===== src/include/frp_pkg.sv =====
package frp_pkg;

  // Command opcodes and fields
  localparam logic [5:0] FRP_BIAS_OPCODE = 6'h01;
  localparam int FRP_BIAS_OP_LSB = 2;
  localparam logic [2:0] FRP_LCD_OPCODE = 3'h1;
  localparam int FRP_LCD_OP_LSB = 5;
  localparam logic [3:0] FRP_PWM_OPCODE = 4'h4;
  localparam int FRP_PWM_OP_LSB = 4;
  localparam logic [4:0] FRP_LCD_SEL_MAX = 5'h16;

  // Reset values
  localparam logic [1:0] FRP_BIAS_RESET = 2'h0;
  localparam logic [4:0] FRP_LCD_SEL_RESET = 5'h0E;
  localparam logic [3:0] FRP_PWM_SEL_RESET = 4'h0;

  // Fixed division ratios
  localparam logic [7:0] FRP_LCD_FRAME_DIV = 8'h30;
  localparam logic [7:0] FRP_PWM_FRAME_DIV = 8'h80;
  localparam logic [7:0] FRP_DIV_ONE = 8'h01;

  // Bias level decoded from the bias select field
  typedef enum logic [1:0] {
    FRP_BIAS_QUARTER = 2'b00,
    FRP_BIAS_THIRD = 2'b01,
    FRP_BIAS_HALF = 2'b10
  } frp_bias_t;

  // Divide factor q for each LCD divider code
  function automatic logic [7:0] frp_lcd_q(input logic [4:0] sel);
    logic [7:0] q;
    q = 8'h10;
    unique case (sel)
      5'h00: q = 8'h50;
      5'h01: q = 8'h44;
      5'h02: q = 8'h3C;
      5'h03: q = 8'h35;
      5'h04: q = 8'h30;
      5'h05: q = 8'h2C;
      5'h06: q = 8'h28;
      5'h07: q = 8'h25;
      5'h08: q = 8'h22;
      5'h09: q = 8'h20;
      5'h0A: q = 8'h1E;
      5'h0B: q = 8'h1C;
      5'h0C: q = 8'h1B;
      5'h0D: q = 8'h19;
      5'h0E: q = 8'h18;
      5'h0F: q = 8'h17;
      5'h10: q = 8'h16;
      5'h11: q = 8'h15;
      5'h12: q = 8'h14;
      5'h13: q = 8'h13;
      5'h14: q = 8'h12;
      5'h15: q = 8'h11;
      default: q = 8'h10;
    endcase
    return q;
  endfunction

  // Divide factor p for each PWM divider code
  function automatic logic [7:0] frp_pwm_p(input logic [3:0] sel);
    logic [7:0] p;
    p = 8'h06;
    unique case (sel)
      4'h0: p = 8'h1E;
      4'h1: p = 8'h1A;
      4'h2: p = 8'h16;
      4'h3: p = 8'h14;
      4'h4: p = 8'h12;
      4'h5: p = 8'h10;
      4'h6: p = 8'h0F;
      4'h7: p = 8'h0E;
      4'h8: p = 8'h0D;
      4'h9: p = 8'h0C;
      4'hA: p = 8'h0B;
      4'hB: p = 8'h0A;
      4'hC: p = 8'h09;
      4'hD: p = 8'h08;
      4'hE: p = 8'h07;
      4'hF: p = 8'h06;
    endcase
    return p;
  endfunction

  // Bias level for a bias select code
  function automatic frp_bias_t frp_bias_decode(input logic [1:0] sel);
    frp_bias_t b;
    b = FRP_BIAS_QUARTER;
    unique case (sel)
      2'b00: b = FRP_BIAS_QUARTER;
      2'b01: b = FRP_BIAS_QUARTER;
      2'b11: b = FRP_BIAS_THIRD;
      2'b10: b = FRP_BIAS_HALF;
    endcase
    return b;
  endfunction

endpackage


===== src/verilog/frp_divider.sv =====
`timescale 1ns/100ps
module frp_divider
  import frp_pkg::*;
(
  // Clock and reset
  input wire logic mclk_i,
  input wire logic sys_rst_i,
  // Input ticks and ratio
  input wire logic tick_i,
  input wire logic [7:0] divisor_i,
  // Count and wrap pulse
  output logic [7:0] count_o,
  output logic wrap_o
);

  logic [7:0] cnt_q;
  logic [7:0] cnt_inc;
  logic wrap_q;

  assign cnt_inc = cnt_q + FRP_DIV_ONE;

  // Counts input ticks, wraps after divisor ticks
  always_ff @(posedge mclk_i or posedge sys_rst_i) begin
    if (sys_rst_i) begin
      cnt_q <= 8'h00;
    end else if (tick_i) begin
      if (cnt_inc >= divisor_i) begin
        cnt_q <= 8'h00;
      end else begin
        cnt_q <= cnt_inc;
      end
    end
  end

  // One-cycle pulse on each wrap
  always_ff @(posedge mclk_i or posedge sys_rst_i) begin
    if (sys_rst_i) begin
      wrap_q <= 1'b0;
    end else begin
      wrap_q <= tick_i && (cnt_inc >= divisor_i);
    end
  end

  assign count_o = cnt_q;
  assign wrap_o = wrap_q;

endmodule


===== src/verilog/frp_frame_rate_prescaler.sv =====
`timescale 1ns/100ps
module frp_frame_rate_prescaler
  import frp_pkg::*;
(
  // Clock and reset
  input wire logic mclk_i,
  input wire logic sys_rst_i,
  // Command bytes from the serial interface
  input wire logic cmd_valid_i,
  input wire logic [7:0] cmd_byte_i,
  // Oscillator control bits
  input wire logic power_down_i,
  input wire logic external_osc_i,
  input wire logic external_clock_rate_select_i,
  input wire logic clock_out_enable_i,
  input wire logic pwm_enable_i,
  // Internal oscillator
  input wire logic int_osc_tick_i,
  output logic int_osc_run_o,
  // Oscillator clock pin
  input wire logic oscillator_clock_pin_i,
  output logic oscillator_clock_pin_o,
  output logic oscillator_clock_pin_oe_o,
  // Configuration state
  output logic [1:0] bias_select_o,
  output frp_bias_t bias_level_o,
  output logic [4:0] lcd_frame_divider_select_o,
  output logic [3:0] pwm_frame_divider_select_o,
  output logic [7:0] lcd_divide_factor_o,
  output logic [7:0] pwm_divide_factor_o,
  // Derived timing pulses
  output logic intermediate_tick_o,
  output logic lcd_frame_tick_o,
  output logic pwm_clock_tick_o,
  output logic pwm_frame_tick_o
);

  logic [1:0] bias_sel_q;
  logic [4:0] lcd_sel_q;
  logic [3:0] pwm_sel_q;
  logic [7:0] lcd_q_q;
  logic [7:0] pwm_p_q;
  logic pin_meta_q;
  logic pin_sync_q;
  logic pin_prev_q;
  logic pin_rise;
  logic osc_run;
  logic osc_tick;
  logic slow_ext;
  logic work_tick;
  logic pwm_src_tick;
  logic [7:0] prescale_div;
  logic [7:0] prescale_cnt;
  logic inter_wrap;
  logic lcd_wrap;
  logic pwm_pre_wrap;
  logic pwm_wrap;
  logic clk_out_q;
  logic is_bias_cmd;
  logic is_lcd_cmd;
  logic is_pwm_cmd;

  // Command decode
  assign is_bias_cmd = cmd_valid_i &&
    (cmd_byte_i[7:FRP_BIAS_OP_LSB] == FRP_BIAS_OPCODE);
  assign is_lcd_cmd = cmd_valid_i &&
    (cmd_byte_i[7:FRP_LCD_OP_LSB] == FRP_LCD_OPCODE);
  assign is_pwm_cmd = cmd_valid_i &&
    (cmd_byte_i[7:FRP_PWM_OP_LSB] == FRP_PWM_OPCODE);

  // Bias select field
  always_ff @(posedge mclk_i or posedge sys_rst_i) begin
    if (sys_rst_i) begin
      bias_sel_q <= FRP_BIAS_RESET;
    end else if (is_bias_cmd) begin
      bias_sel_q <= cmd_byte_i[1:0];
    end
  end

  // LCD divider select and its factor
  always_ff @(posedge mclk_i or posedge sys_rst_i) begin
    if (sys_rst_i) begin
      lcd_sel_q <= FRP_LCD_SEL_RESET;
      lcd_q_q <= frp_lcd_q(FRP_LCD_SEL_RESET);
    end else if (is_lcd_cmd && (cmd_byte_i[4:0] <= FRP_LCD_SEL_MAX)) begin
      lcd_sel_q <= cmd_byte_i[4:0];
      lcd_q_q <= frp_lcd_q(cmd_byte_i[4:0]);
    end
  end

  // PWM divider select and its factor
  always_ff @(posedge mclk_i or posedge sys_rst_i) begin
    if (sys_rst_i) begin
      pwm_sel_q <= FRP_PWM_SEL_RESET;
      pwm_p_q <= frp_pwm_p(FRP_PWM_SEL_RESET);
    end else if (is_pwm_cmd) begin
      pwm_sel_q <= cmd_byte_i[3:0];
      pwm_p_q <= frp_pwm_p(cmd_byte_i[3:0]);
    end
  end

  // Clock pin synchroniser and rising edge
  always_ff @(posedge mclk_i or posedge sys_rst_i) begin
    if (sys_rst_i) begin
      pin_meta_q <= 1'b0;
      pin_sync_q <= 1'b0;
      pin_prev_q <= 1'b0;
    end else begin
      pin_meta_q <= oscillator_clock_pin_i;
      pin_sync_q <= pin_meta_q;
      pin_prev_q <= pin_sync_q;
    end
  end

  assign pin_rise = pin_sync_q && !pin_prev_q;

  // External clock of 9.6 kHz selected
  assign slow_ext = external_osc_i && !external_clock_rate_select_i;

  // Internal oscillator on when used, or when PWM needs it
  assign osc_run = !power_down_i && (!external_osc_i || (pwm_enable_i && slow_ext));
  assign osc_tick = osc_run && int_osc_tick_i;

  // Working clock from the pin or the internal oscillator
  assign work_tick = !power_down_i && (external_osc_i ? pin_rise : osc_tick);

  // Prescaler is q at 230 kHz, bypassed at 9.6 kHz
  assign prescale_div = slow_ext ? FRP_DIV_ONE : lcd_q_q;

  // PWM runs from 230 kHz, the internal oscillator covering 9.6 kHz
  assign pwm_src_tick = pwm_enable_i && (slow_ext ? osc_tick : work_tick);

  frp_divider u_prescale (
    .mclk_i(mclk_i),
    .sys_rst_i(sys_rst_i),
    .tick_i(work_tick),
    .divisor_i(prescale_div),
    .count_o(prescale_cnt),
    .wrap_o(inter_wrap)
  );

  // Frame divides the intermediate clock by 48
  frp_divider u_lcd_frame (
    .mclk_i(mclk_i),
    .sys_rst_i(sys_rst_i),
    .tick_i(inter_wrap),
    .divisor_i(FRP_LCD_FRAME_DIV),
    .count_o(),
    .wrap_o(lcd_wrap)
  );

  frp_divider u_pwm_pre (
    .mclk_i(mclk_i),
    .sys_rst_i(sys_rst_i),
    .tick_i(pwm_src_tick),
    .divisor_i(pwm_p_q),
    .count_o(),
    .wrap_o(pwm_pre_wrap)
  );

  // PWM frame divides the p-scaled clock by 128
  frp_divider u_pwm_frame (
    .mclk_i(mclk_i),
    .sys_rst_i(sys_rst_i),
    .tick_i(pwm_pre_wrap),
    .divisor_i(FRP_PWM_FRAME_DIV),
    .count_o(),
    .wrap_o(pwm_wrap)
  );

  // Intermediate clock level, high for the first half of q
  always_ff @(posedge mclk_i or posedge sys_rst_i) begin
    if (sys_rst_i) begin
      clk_out_q <= 1'b0;
    end else if (power_down_i) begin
      clk_out_q <= 1'b1;
    end else begin
      clk_out_q <= (prescale_cnt < {1'b0, lcd_q_q[7:1]});
    end
  end

  // Pin drives only with output enabled and either power down or the internal oscillator in use
  assign oscillator_clock_pin_oe_o = clock_out_enable_i &&
    (power_down_i || !external_osc_i);
  assign oscillator_clock_pin_o = clk_out_q;

  assign int_osc_run_o = osc_run;
  assign bias_select_o = bias_sel_q;
  assign bias_level_o = frp_bias_decode(bias_sel_q);
  assign lcd_frame_divider_select_o = lcd_sel_q;
  assign pwm_frame_divider_select_o = pwm_sel_q;
  assign lcd_divide_factor_o = lcd_q_q;
  assign pwm_divide_factor_o = pwm_p_q;
  assign intermediate_tick_o = inter_wrap;
  assign lcd_frame_tick_o = lcd_wrap;
  assign pwm_clock_tick_o = pwm_pre_wrap;
  assign pwm_frame_tick_o = pwm_wrap;

endmodule


===== config.mk =====
export PLATFORM = sky130hd
export DESIGN_NAME = frp_frame_rate_prescaler
export DESIGN_NICKNAME = d
export VERILOG_FILES = /design/src/include/frp_pkg.sv /design/src/verilog/frp_divider.sv /design/src/verilog/frp_frame_rate_prescaler.sv
export SDC_FILE = /design/constraint.sdc
export NUM_CORES = 1
export LEC_CHECK = 0
export BUFFER_PORTS_ARGS = -buffer_cell sky130_fd_sc_hd__buf_4
export CAP_MARGIN = 25
export CORE_MARGIN = 1
export CORE_UTILIZATION = 50
export CTS_CLUSTER_DIAMETER = 80
export DETAILED_ROUTE_END_ITERATION = 8
export PLACE_DENSITY = 0.79
export SETUP_SLACK_MARGIN = 0.2
export SLEW_MARGIN = 20
export SYNTH_ARGS = -nofsm -noshare
export SYNTH_HDL_FRONTEND = slang
export SYNTH_SLANG_ARGS = --single-unit

===== constraint.sdc =====
create_clock -name mclk_i -period 2 [get_ports mclk_i]
set_input_delay 0.3 -clock mclk_i [delete_from_list [all_inputs] [get_ports mclk_i]]
set_output_delay 0.3 -clock mclk_i [all_outputs]
set_load 0.1 [all_outputs]

==> run_results.csv, run 1 <==
group,metric,value,unit
timing,rsz0062_at_grt,"yes",
clock_network,tritoncts,"done",
drt,vias,3149,
clock_network,cts.sinks,63,
worst_setup_path,cp.required,2.24,ns
worst_setup_path,r2r_start,"u_prescale.count_o[1]$_DFFE_PP0N_",
drt,drtPass1Iterations,4,
cells_and_area,antennaDiodeCount,0,
synth,syn_area,3710,µm²
drt,wl_met1,3700,µm
hold_path,hp-class,"in -> async",
synth,yosys_warnings,0,
clock_network,cts_buffers,9,
drt,drc,0,
global_routing,grt_max_degree,41,
place,dp_hpwl,5930,µm
floorplanning,boundaryPins,54,
timing,fin_ws,-0.165,ns
worst_setup_path,end_kind,"flop",
power_and_ir_drop,leakage,2.22,nW
drt,top_layer_used,"met4",
global_routing,gr-total-overflow,0,
power_and_ir_drop,p_total,6.09,mW
cells_and_area,area_growth,31.9,%
clock_network,cts_hold_buf,0,
worst_setup_path,max_stage_delay,0.45,ns
synth,synthArstFlopShare,100,%
place,portBuffers,49,
global_routing,grt_pass1_wl,14300,µm
outcome,outcome,"finished with violations",
timing,whs,0.00347,ns
worst_setup_path,crit_chain,"buf_4 -> buf_4 -> nand3_1 -> xnor2_2 -> ha_1 -> o2111a_1 -> o31ai_4 -> nand3_2 -> o311ai_2",
synth,synthTopCellsByCount,"55 x nand2_1, 54 x dfrtp_1, 29 x ha_1",
worst_setup_path,cp.depth,9,
worst_setup_path,start_kind,"flop",
worst_setup_path,cpMaxStageDelayCell,"dfrtp_1",
drt,wl,8660,µm
timing,hold_viol_final,0,
synth,yosys.cell_count.top_type,"nand2_1",
synth,yosysUniqueCellTypes,60,
timing,fmax,0.462,GHz
clock_network,clockRootBuffer,"clkbuf_8",
synth,synth_top_area_share,36.5,%
global_routing,grt_antenna_before_repair,0,
timing,worst_slew_pin_slew,0.549,ns
worst_setup_path,ff2ff_setup_slack,-0.17,ns
worst_setup_path,arrival,2.40,ns
worst_setup_path,cpLargestDelayFamily,"compound AO/OA/AOI/OAI gates",
timing,setup_tns,-0.878,ns
floorplanning,die_x,88.1,µm
timing,period_share,108,%
synth,ys.flop_type,"dfrtp_1",
drt,antenna_left,0,
floorplanning,fp.dieH,88.1,µm
global_routing,grt_usage,23.9,%
power_and_ir_drop,peakVddDrop,685,µV
floorplanning,num_rows,31,
outcome,violations,"negative setup slack",
synth,syn_area_per_cell,9.53,µm²
synth,netlist_instances,389,
synth,synthTopCellsByArea,"dfrtp_1 36%, ha_1 9.8%, dfstp_2 6.4%",
synth,yosysTopAreaCell,"dfrtp_1",
timing,fin_skew,0.00950,ns
worst_setup_path,cp_max_fo,6,
worst_setup_path,r2r_cells,9,
floorplanning,start_util,51.4,%
job,drv_cap,0,
worst_setup_path,setup.worst_path.start,"u_prescale.count_o[1]$_DFFE_PP0N_",
cells_and_area,final_layout_size_suffix_gt1_share,35.6,%
clock_network,path_clk_slew,0.07,ns
drt,routedWlPerCell,15.0,µm
synth,synth_seq_area_share,42.8,%
drt,viasPerCell,5.47,
timing,slew_violations,0,
timing,finalSetupViolations,12,
synth,ys_ff_latch,63,
timing,slew_headroom,63.4,%
cells_and_area,nets,519,
drt,dr_wl_met2,4400,µm
timing,min_period,2.17,ns
floorplanning,floorplan.die_area,7760,µm²
global_routing,grt_pass1_vias,3140,
power_and_ir_drop,powerDensity,1240,nW/µm²
clock_network,cts-htree-levels,3,
worst_setup_path,critPathKind,"reg -> reg",
floorplanning,design.core.area,7210,µm²
clock_network,clockBufferDepth,2,
worst_setup_path,critical_path.most_common_cell,"buf_4",
place,gp_congestion,0.814,
worst_setup_path,timing.critical_path.buf_inv,2,
drt,drt_iter0_markers,119,
drt,route.met3.wl,394,µm
clock_network,clock_latency,0.35,ns
synth,synth_edf_count,0,
==> worst paths after layout <==
check                                                            endpoint
worst max-delay path                    u_prescale.count_o[2]$_DFFE_PP0N_
max in group asynchronous       lcd_frame_divider_select_o[3]$_DFFE_PP1P_
worst max register to register          u_prescale.count_o[2]$_DFFE_PP0N_
min in group mclk_i                                  pin_meta_q$_DFF_PP0_
worst min-delay path                   u_pwm_frame.count_o[6]$_DFFE_PP0P_
worst min register to register                       pin_sync_q$_DFF_PP0_
==> flip-flops by register name, indices dropped and copies added, names as in the netlist, 2 cells and up <==
register / cells
pwm_divide_factor_o: 5
lcd_divide_factor_o: 7
u_prescale.count_o: 8
u_pwm_pre.count_o: 8
u_lcd_frame.count_o: 8
bias_select_o: 2
pwm_frame_divider_select_o: 4
lcd_frame_divider_select_o: 5
u_pwm_frame.count_o: 8
==> report_power, final <==
group	switching [mW]	internal (mW)
registers	0.355	1.58
logic	1.94	1.23
clock network	0.501	0.478
total	2.80	3.29
==> through the flow <==
stage / util (%) / setup slack (ns) / instance area, µm² / std cells
final: 67.8 / -0.165 / 4890 / 576
after global routing: 67.8 / -0.272 / 4890 / 576
after global placement: 61.4 / -0.0341 / 4430 / 545
after floorplan: - / -0.124 / 3850 / 392
after CTS: 65.4 / -0.106 / 4720 / 568
after detailed placement: 61.4 / -0.151 / 4430 / 545
==> timing repair <==
item	CTS	global route
cloned	0	0
pin swaps	8	21
hold endpoints to repair	0	0
endpoints found under the setup margin	14	14
buffers inserted	7	8
gates resized for setup	14	20
==> worst register-to-register path, cell delays in order, from the launching register on <==
cell	delay, ns
dfrtp_1	0.45
buf_4	0.14
buf_4	0.10
nand3_1	0.11
xnor2_2	0.17
ha_1	0.30
o2111a_1	0.26
o31ai_4	0.10
nand3_2	0.17
o311ai_2	0.26
==> routing by layer <==
layer / vias to the layer above / global-route usage, %
li1: 1535 / -
met1: 1505 / 28.5
met2: 90 / 41.7
met3: 19 / 4.24
met4: 0 / 11.9
met5: - / 0
==> cell families (layout without fill, tap and decap cells) <==
group,after synthesis,count (layout),synth area share [%]
compound gates,87,87,15.8
xor+xnor,17,17,4.42
fa+ha+maj,29,29,9.79
buf+inv,42,127,5.17
flops,63,63,42.8
mux,8,8,2.60
other cells,1,4,0.101
simple gates,142,142,19.3
==> layout make-up <==
class                   instances  area [µm²]
flip-flops and latches         63        1620
well taps                      99         124
fillers                       571        2320
clock inverters                 4        22.5
repair buffers                 87         696
inverters                      24        93.8
clock buffers                  12         145
multi-input cells             287        2180
==> cells in the final DEF, fill, tap and decap left out, types with 5 or more instances in the layout <==
cell / count
nand3_1: 7
a21o_1: 5
a21oi_1: 13
nand2_1: 55
dfrtp_1: 43
clkbuf_8: 10
o21ai_1: 9
nor3_1: 8
dfstp_4: 6
ha_1: 21
nand4_1: 11
nor2_1: 12
nand2b_1: 9
o21ai_0: 20
ha_4: 6
nor2b_1: 5
o31ai_1: 6
buf_6: 8
inv_1: 19
buf_4: 78
and2_1: 6
xor2_1: 9
dfrtp_2: 11
Note: power is estimated with default switching activity, not from simulation.
==> inputs of run 2 (changes only) <==
CAP_MARGIN = unset   (was 25)
CELL_PAD_IN_SITES_DETAIL_PLACEMENT = 0   (was unset)
CELL_PAD_IN_SITES_GLOBAL_PLACEMENT = 1   (was unset)
CORE_UTILIZATION = 40   (was 50)
PLACE_DENSITY = 0.81   (was 0.79)
==> run_results.csv, run 2 (same netlist as run 1, synthesis figures left out) <==
group,metric,value,unit
hold_path,hp-class,"in -> reg",
cells_and_area,final_core_utilization,55.2,%
drt,drc,5,
cells_and_area,final_cell_mix,"78 x buf_4, 55 x nand2_1, 41 x dfrtp_1",
cells_and_area,nets,517,
floorplanning,boundaryPins,54,
outcome,outcome,"finished with violations",
global_routing,gr-total-overflow,0,
timing,slew_violations,0,
floorplanning,fp.dieH,98.3,µm
power_and_ir_drop,power.share.clock,16.7,%
clock_network,cts-htree-levels,3,
drt,dr_wl_met2,4140,µm
job,drv_cap,0,
cells_and_area,final_common_cell,"buf_4",
global_routing,grt_pass1_wl,14300,µm
drt,top_layer_used,"met4",
global_routing,grt_usage,18.6,%
timing,fin_skew,0.0105,ns
worst_setup_path,cpLargestDelayFamily,"compound AO/OA/AOI/OAI gates",
floorplanning,floorplan.die_area,9650,µm²
worst_setup_path,cp_max_fo,6,
drt,route.met3.wl,323,µm
drt,wl_met1,3800,µm
clock_network,clockBufferDepth,2,
worst_setup_path,timing.critical_path.buf_inv,0,
drt,antenna_left,0,
timing,finalSetupViolations,6,
cells_and_area,antennaDiodeCount,0,
timing,worst_slew_pin_slew,0.649,ns
drt,viasPerCell,5.32,
power_and_ir_drop,leakage,2.23,nW
floorplanning,die_x,98.3,µm
worst_setup_path,cpMaxStageDelayCell,"dfrtp_2",
power_and_ir_drop,combPwrFrac,51.3,%
hold_path,min_path_cells,1,
timing,min_period,2.06,ns
power_and_ir_drop,switchingPower,2.80,mW
cells_and_area,finalNonFillerCells,583,
worst_setup_path,end_kind,"flop",
global_routing,grt_antenna_before_repair,0,
power_and_ir_drop,powerDensity,1230,nW/µm²
place,gp_congestion,0.803,
worst_setup_path,cp.depth,8,
power_and_ir_drop,p_total,6.03,mW
power_and_ir_drop,peakVddDrop,612,µV
drt,drtPass1Iterations,7,
place,dp_hpwl,6020,µm
place,dp_cells,558,
floorplanning,start_util,41.9,%
power_and_ir_drop,p_int,3.23,mW
worst_setup_path,cp.required,2.25,ns
clock_network,clock_latency,0.35,ns
clock_network,cts.sinks,63,
global_routing,grt_pass1_vias,3072,
drt,wl,8430,µm
clock_network,clockRootBuffer,"clkbuf_8",
worst_setup_path,r2r_cells,8,
global_routing,grt_max_degree,48,
clock_network,path_clk_slew,0.07,ns
cells_and_area,final_layout_size_suffix_gt1_share,35.4,%
worst_setup_path,arrival,2.30,ns
floorplanning,num_rows,34,
outcome,violations,"design-rule violations, negative setup slack",
place,portBuffers,49,
cells_and_area,area_growth,31.8,%
worst_setup_path,critPathKind,"reg -> reg",
power_and_ir_drop,p_sw_share,46.4,%
place,pre_cts_ws,-0.121,ns
drt,vias,3101,
drt,drt_iter0_markers,87,
power_and_ir_drop,power_frac_seq,32.0,%
clock_network,cts_buffers,9,
drt,routedWlPerCell,14.5,µm
worst_setup_path,start_kind,"flop",
clock_network,tritoncts,"done",
floorplanning,design.core.area,8850,µm²
worst_setup_path,max_stage_delay,0.45,ns
timing,period_share,103,%
timing,fmax,0.487,GHz
timing,hold_viol_final,0,
timing,slew_headroom,56.6,%
worst_setup_path,crit_chain,"ha_4 -> xor2_1 -> ha_1 -> o21ai_1 -> a21oi_2 -> o31ai_4 -> nand3_2 -> o311ai_2",
timing,fin_ws,-0.0553,ns
timing,rsz0062_at_grt,"yes",
==> run 2: worst paths after layout <==
check,startpoint,endpoint,slack (ns)
setup / recovery,u_prescale.count_o[0]$_DFFE_PP0N_,u_prescale.count_o[2]$_DFFE_PP0N_,-0.06
hold / removal,oscillator_clock_pin_i,pin_meta_q$_DFF_PP0_,0.08
setup reg to reg,u_prescale.count_o[0]$_DFFE_PP0N_,u_prescale.count_o[2]$_DFFE_PP0N_,-0.06
hold reg to reg,pin_meta_q$_DFF_PP0_,pin_sync_q$_DFF_PP0_,0.34
max in group asynchronous,sys_rst_i,lcd_divide_factor_o[4]$_DFFE_PP1P_,0.89
min in group asynchronous,sys_rst_i,u_pwm_frame.count_o[2]$_DFFE_PP0P_,0.49
==> run 2: layout make-up <==
cell class                 count  area, µm²
clock inverter                 6       36.3
sequential                    63       1630
inverter                      24       93.8
tap                          108        135
multi-input combinational    287       2180
timing repair buffer          85        672
clock buffer                  10        138
fill                         791       3970
==> run 2: timing repair <==
action                                  4_1_cts  5_1_grt
hold buffers                                  1        0
resized for setup                            20       12
gates cloned                                  0        0
hold endpoints to repair                     16        0
endpoints found under the setup margin       14       14
pin swaps                                     8       14
buffers inserted                              5        3
==> run 2: power groups by stage <==
stage          registers (mW)  logic, mW  clock network, mW
6_report                 1.93       3.09               1.01
5_1_grt                  1.98       3.32               1.08
4_1_cts                  1.92       2.96               1.04
3_5_place_dp             1.92       2.75                  0
3_3_place_gp             1.91       2.68                  0
2_1_floorplan            2.59       1.33                  0
==> run 2: layer usage <==
layer  vias up  global-route usage [%]
met5         -                       0
met4         0                    7.81
met3        14                    3.79
met2        74                    30.9
met1      1475                    23.6
li1       1538                       -
==> run 2: stage by stage <==
step	hold slack [ns]	instance area, µm²	TNS [ns]
detailed placement	0.323	4470	-0.495
global placement	0.314	4470	-0.0845
floorplan	0.331	3850	-0.124
CTS	0.0684	4790	-0.113
global route	0.0691	4880	-1.11
finish	0.0849	4880	-0.170
==> inputs of run 3 (changes only) <==
TNS_END_PERCENT = 5   (was unset)
==> run_results.csv, run 3 (same netlist as run 1, synthesis figures left out) <==
group,metric,value,unit
cells_and_area,nets,513,
timing,slew_violations,0,
timing,period_share,106,%
power_and_ir_drop,combPwrFrac,49.3,%
power_and_ir_drop,p_sw_share,44.7,%
clock_network,tritoncts,"done",
cells_and_area,final_cell_mix,"78 x buf_4, 55 x nand2_1, 44 x dfrtp_1",
timing,hold_viol_final,0,
global_routing,grt_max_degree,28,
power_and_ir_drop,power.share.clock,19.6,%
timing,setup_tns,-0.497,ns
global_routing,grt_pass1_wl,13600,µm
outcome,outcome,"finished with violations",
drt,drt_iter0_markers,111,
floorplanning,boundaryPins,54,
power_and_ir_drop,power_frac_seq,31.2,%
place,dp_cells,553,
power_and_ir_drop,peakVddDrop,641,µV
timing,min_period,2.12,ns
drt,vias,3094,
timing,fmax,0.472,GHz
drt,drc,1,
power_and_ir_drop,switchingPower,2.72,mW
timing,whs,0.0423,ns
clock_network,cts-htree-levels,3,
timing,fin_skew,0.00540,ns
clock_network,cts.sinks,63,
cells_and_area,area_growth,30.6,%
cells_and_area,antennaDiodeCount,0,
worst_setup_path,critPathKind,"reg -> reg",
floorplanning,num_rows,34,
hold_path,hp-class,"in -> async",
cells_and_area,final_common_cell,"buf_4",
place,dp_hpwl,6010,µm
outcome,violations,"design-rule violations, negative setup slack",
worst_setup_path,end_kind,"flop",
drt,antenna_left,0,
worst_setup_path,cp.required,2.23,ns
worst_setup_path,r2r_start,"u_prescale.count_o[0]$_DFFE_PP0N_",
drt,routedWlPerCell,14.7,µm
drt,drtPass1Iterations,8,
worst_setup_path,cp_max_fo,5,
drt,wl,8520,µm
drt,viasPerCell,5.34,
cells_and_area,final_layout_size_suffix_gt1_share,33.1,%
floorplanning,floorplan.die_area,9650,µm²
timing,slew_headroom,56.8,%
worst_setup_path,arrival,2.35,ns
timing,fin_ws,-0.117,ns
worst_setup_path,setup.worst_path.start,"u_prescale.count_o[0]$_DFFE_PP0N_",
worst_setup_path,start_kind,"flop",
timing,rsz0062_at_grt,"yes",
clock_network,cts_buffers,9,
floorplanning,start_util,41.9,%
floorplanning,design.core.area,8850,µm²
power_and_ir_drop,leakage,2.22,nW
global_routing,grt_antenna_before_repair,0,
job,drv_cap,0,
worst_setup_path,ff2ff_setup_slack,-0.12,ns
global_routing,grt_pass1_vias,2803,
clock_network,clockRootBuffer,"clkbuf_8",
place,portBuffers,49,
power_and_ir_drop,p_int,3.37,mW
clock_network,clockBufferDepth,2,
clock_network,path_clk_slew,0.07,ns
place,gp_congestion,0.844,
cells_and_area,finalNonFillerCells,579,
worst_setup_path,r2r_cells,8,
global_routing,gr-total-overflow,0,
power_and_ir_drop,p_total,6.10,mW
timing,finalSetupViolations,11,
floorplanning,fp.dieH,98.3,µm
global_routing,grt_usage,17.8,%
floorplanning,die_x,98.3,µm
clock_network,clock_latency,0.33,ns
power_and_ir_drop,powerDensity,1260,nW/µm²
timing,worst_slew_pin_slew,0.647,ns
## run 3: cell types whose count changed in the layout (fill, tap and decap cells not counted), sizes merged
cell,change
clkbuf,-1
bufinv,+2
buf,-3
dlygate4sd3,-1
inv,+1
clkinvlp,-1
clkinv,-1
## run 3: power by group through the flow
stage	logic, mW	clock network (mW)	registers, mW
3_5_place_dp	2.58	0	1.89
4_1_cts	2.64	1.23	1.87
6_report	3.00	1.19	1.90
3_3_place_gp	2.54	0	1.87
2_1_floorplan	1.26	0	2.56
5_1_grt	3.23	1.28	1.95
## run 3: area by class of cell
type | count | area, µm²
inverters | 24 | 90.1
repair buffers | 81 | 628
clock inverters | 7 | 87.6
fillers | 801 | 4010
multi-input cells | 287 | 2170
clock buffers | 9 | 124
flip-flops and latches | 63 | 1600
well taps | 108 | 135
## run 3: routing by layer
layer  up-vias  routed length [µm]  GRT usage (%)
met5         -                   0              0
met4         0                 130           4.59
met3        11                 443           6.01
met2        79                4210           28.5
met1      1478                3730           23.0
li1       1526                   -              -
## run 3: timing repair
item	CTS	global route
hold buffers	0	0
endpoints found under the setup margin	14	14
gates resized for setup	13	26
pin swaps	14	19
buffers inserted	1	9
cloned	0	0
## run 3: worst max-delay path, cell delays in order (launching register included)
cell and delay, ns:
dfrtp_2 0.44, ha_4 0.20, xor2_2 0.15, ha_1 0.29, o21ai_2 0.08, a21oi_2 0.06
o31ai_4 0.38, nand3_4 0.15, o311ai_4 0.27
## run 3: path summary, 6_finish.rpt
path,to
max,u_prescale.count_o[2]$_DFFE_PP0N_
min,u_lcd_frame.count_o[7]$_DFFE_PP0P_
max reg2reg,u_prescale.count_o[2]$_DFFE_PP0N_
min reg2reg,pin_sync_q$_DFF_PP0_
max in group asynchronous,u_prescale.count_o[0]$_DFFE_PP0N_
min in group mclk_i,pin_meta_q$_DFF_PP0_
## run 3: through the flow
step           util, %  setup slack [ns]  area [µm²]
5_1_grt           54.7            -0.220        4840
3_3_place_gp      49.2           -0.0912        4350
6_report          54.7            -0.117        4840
4_1_cts           52.1            -0.111        4610
3_5_place_dp      49.2            -0.162        4350
2_1_floorplan        -            -0.139        3770
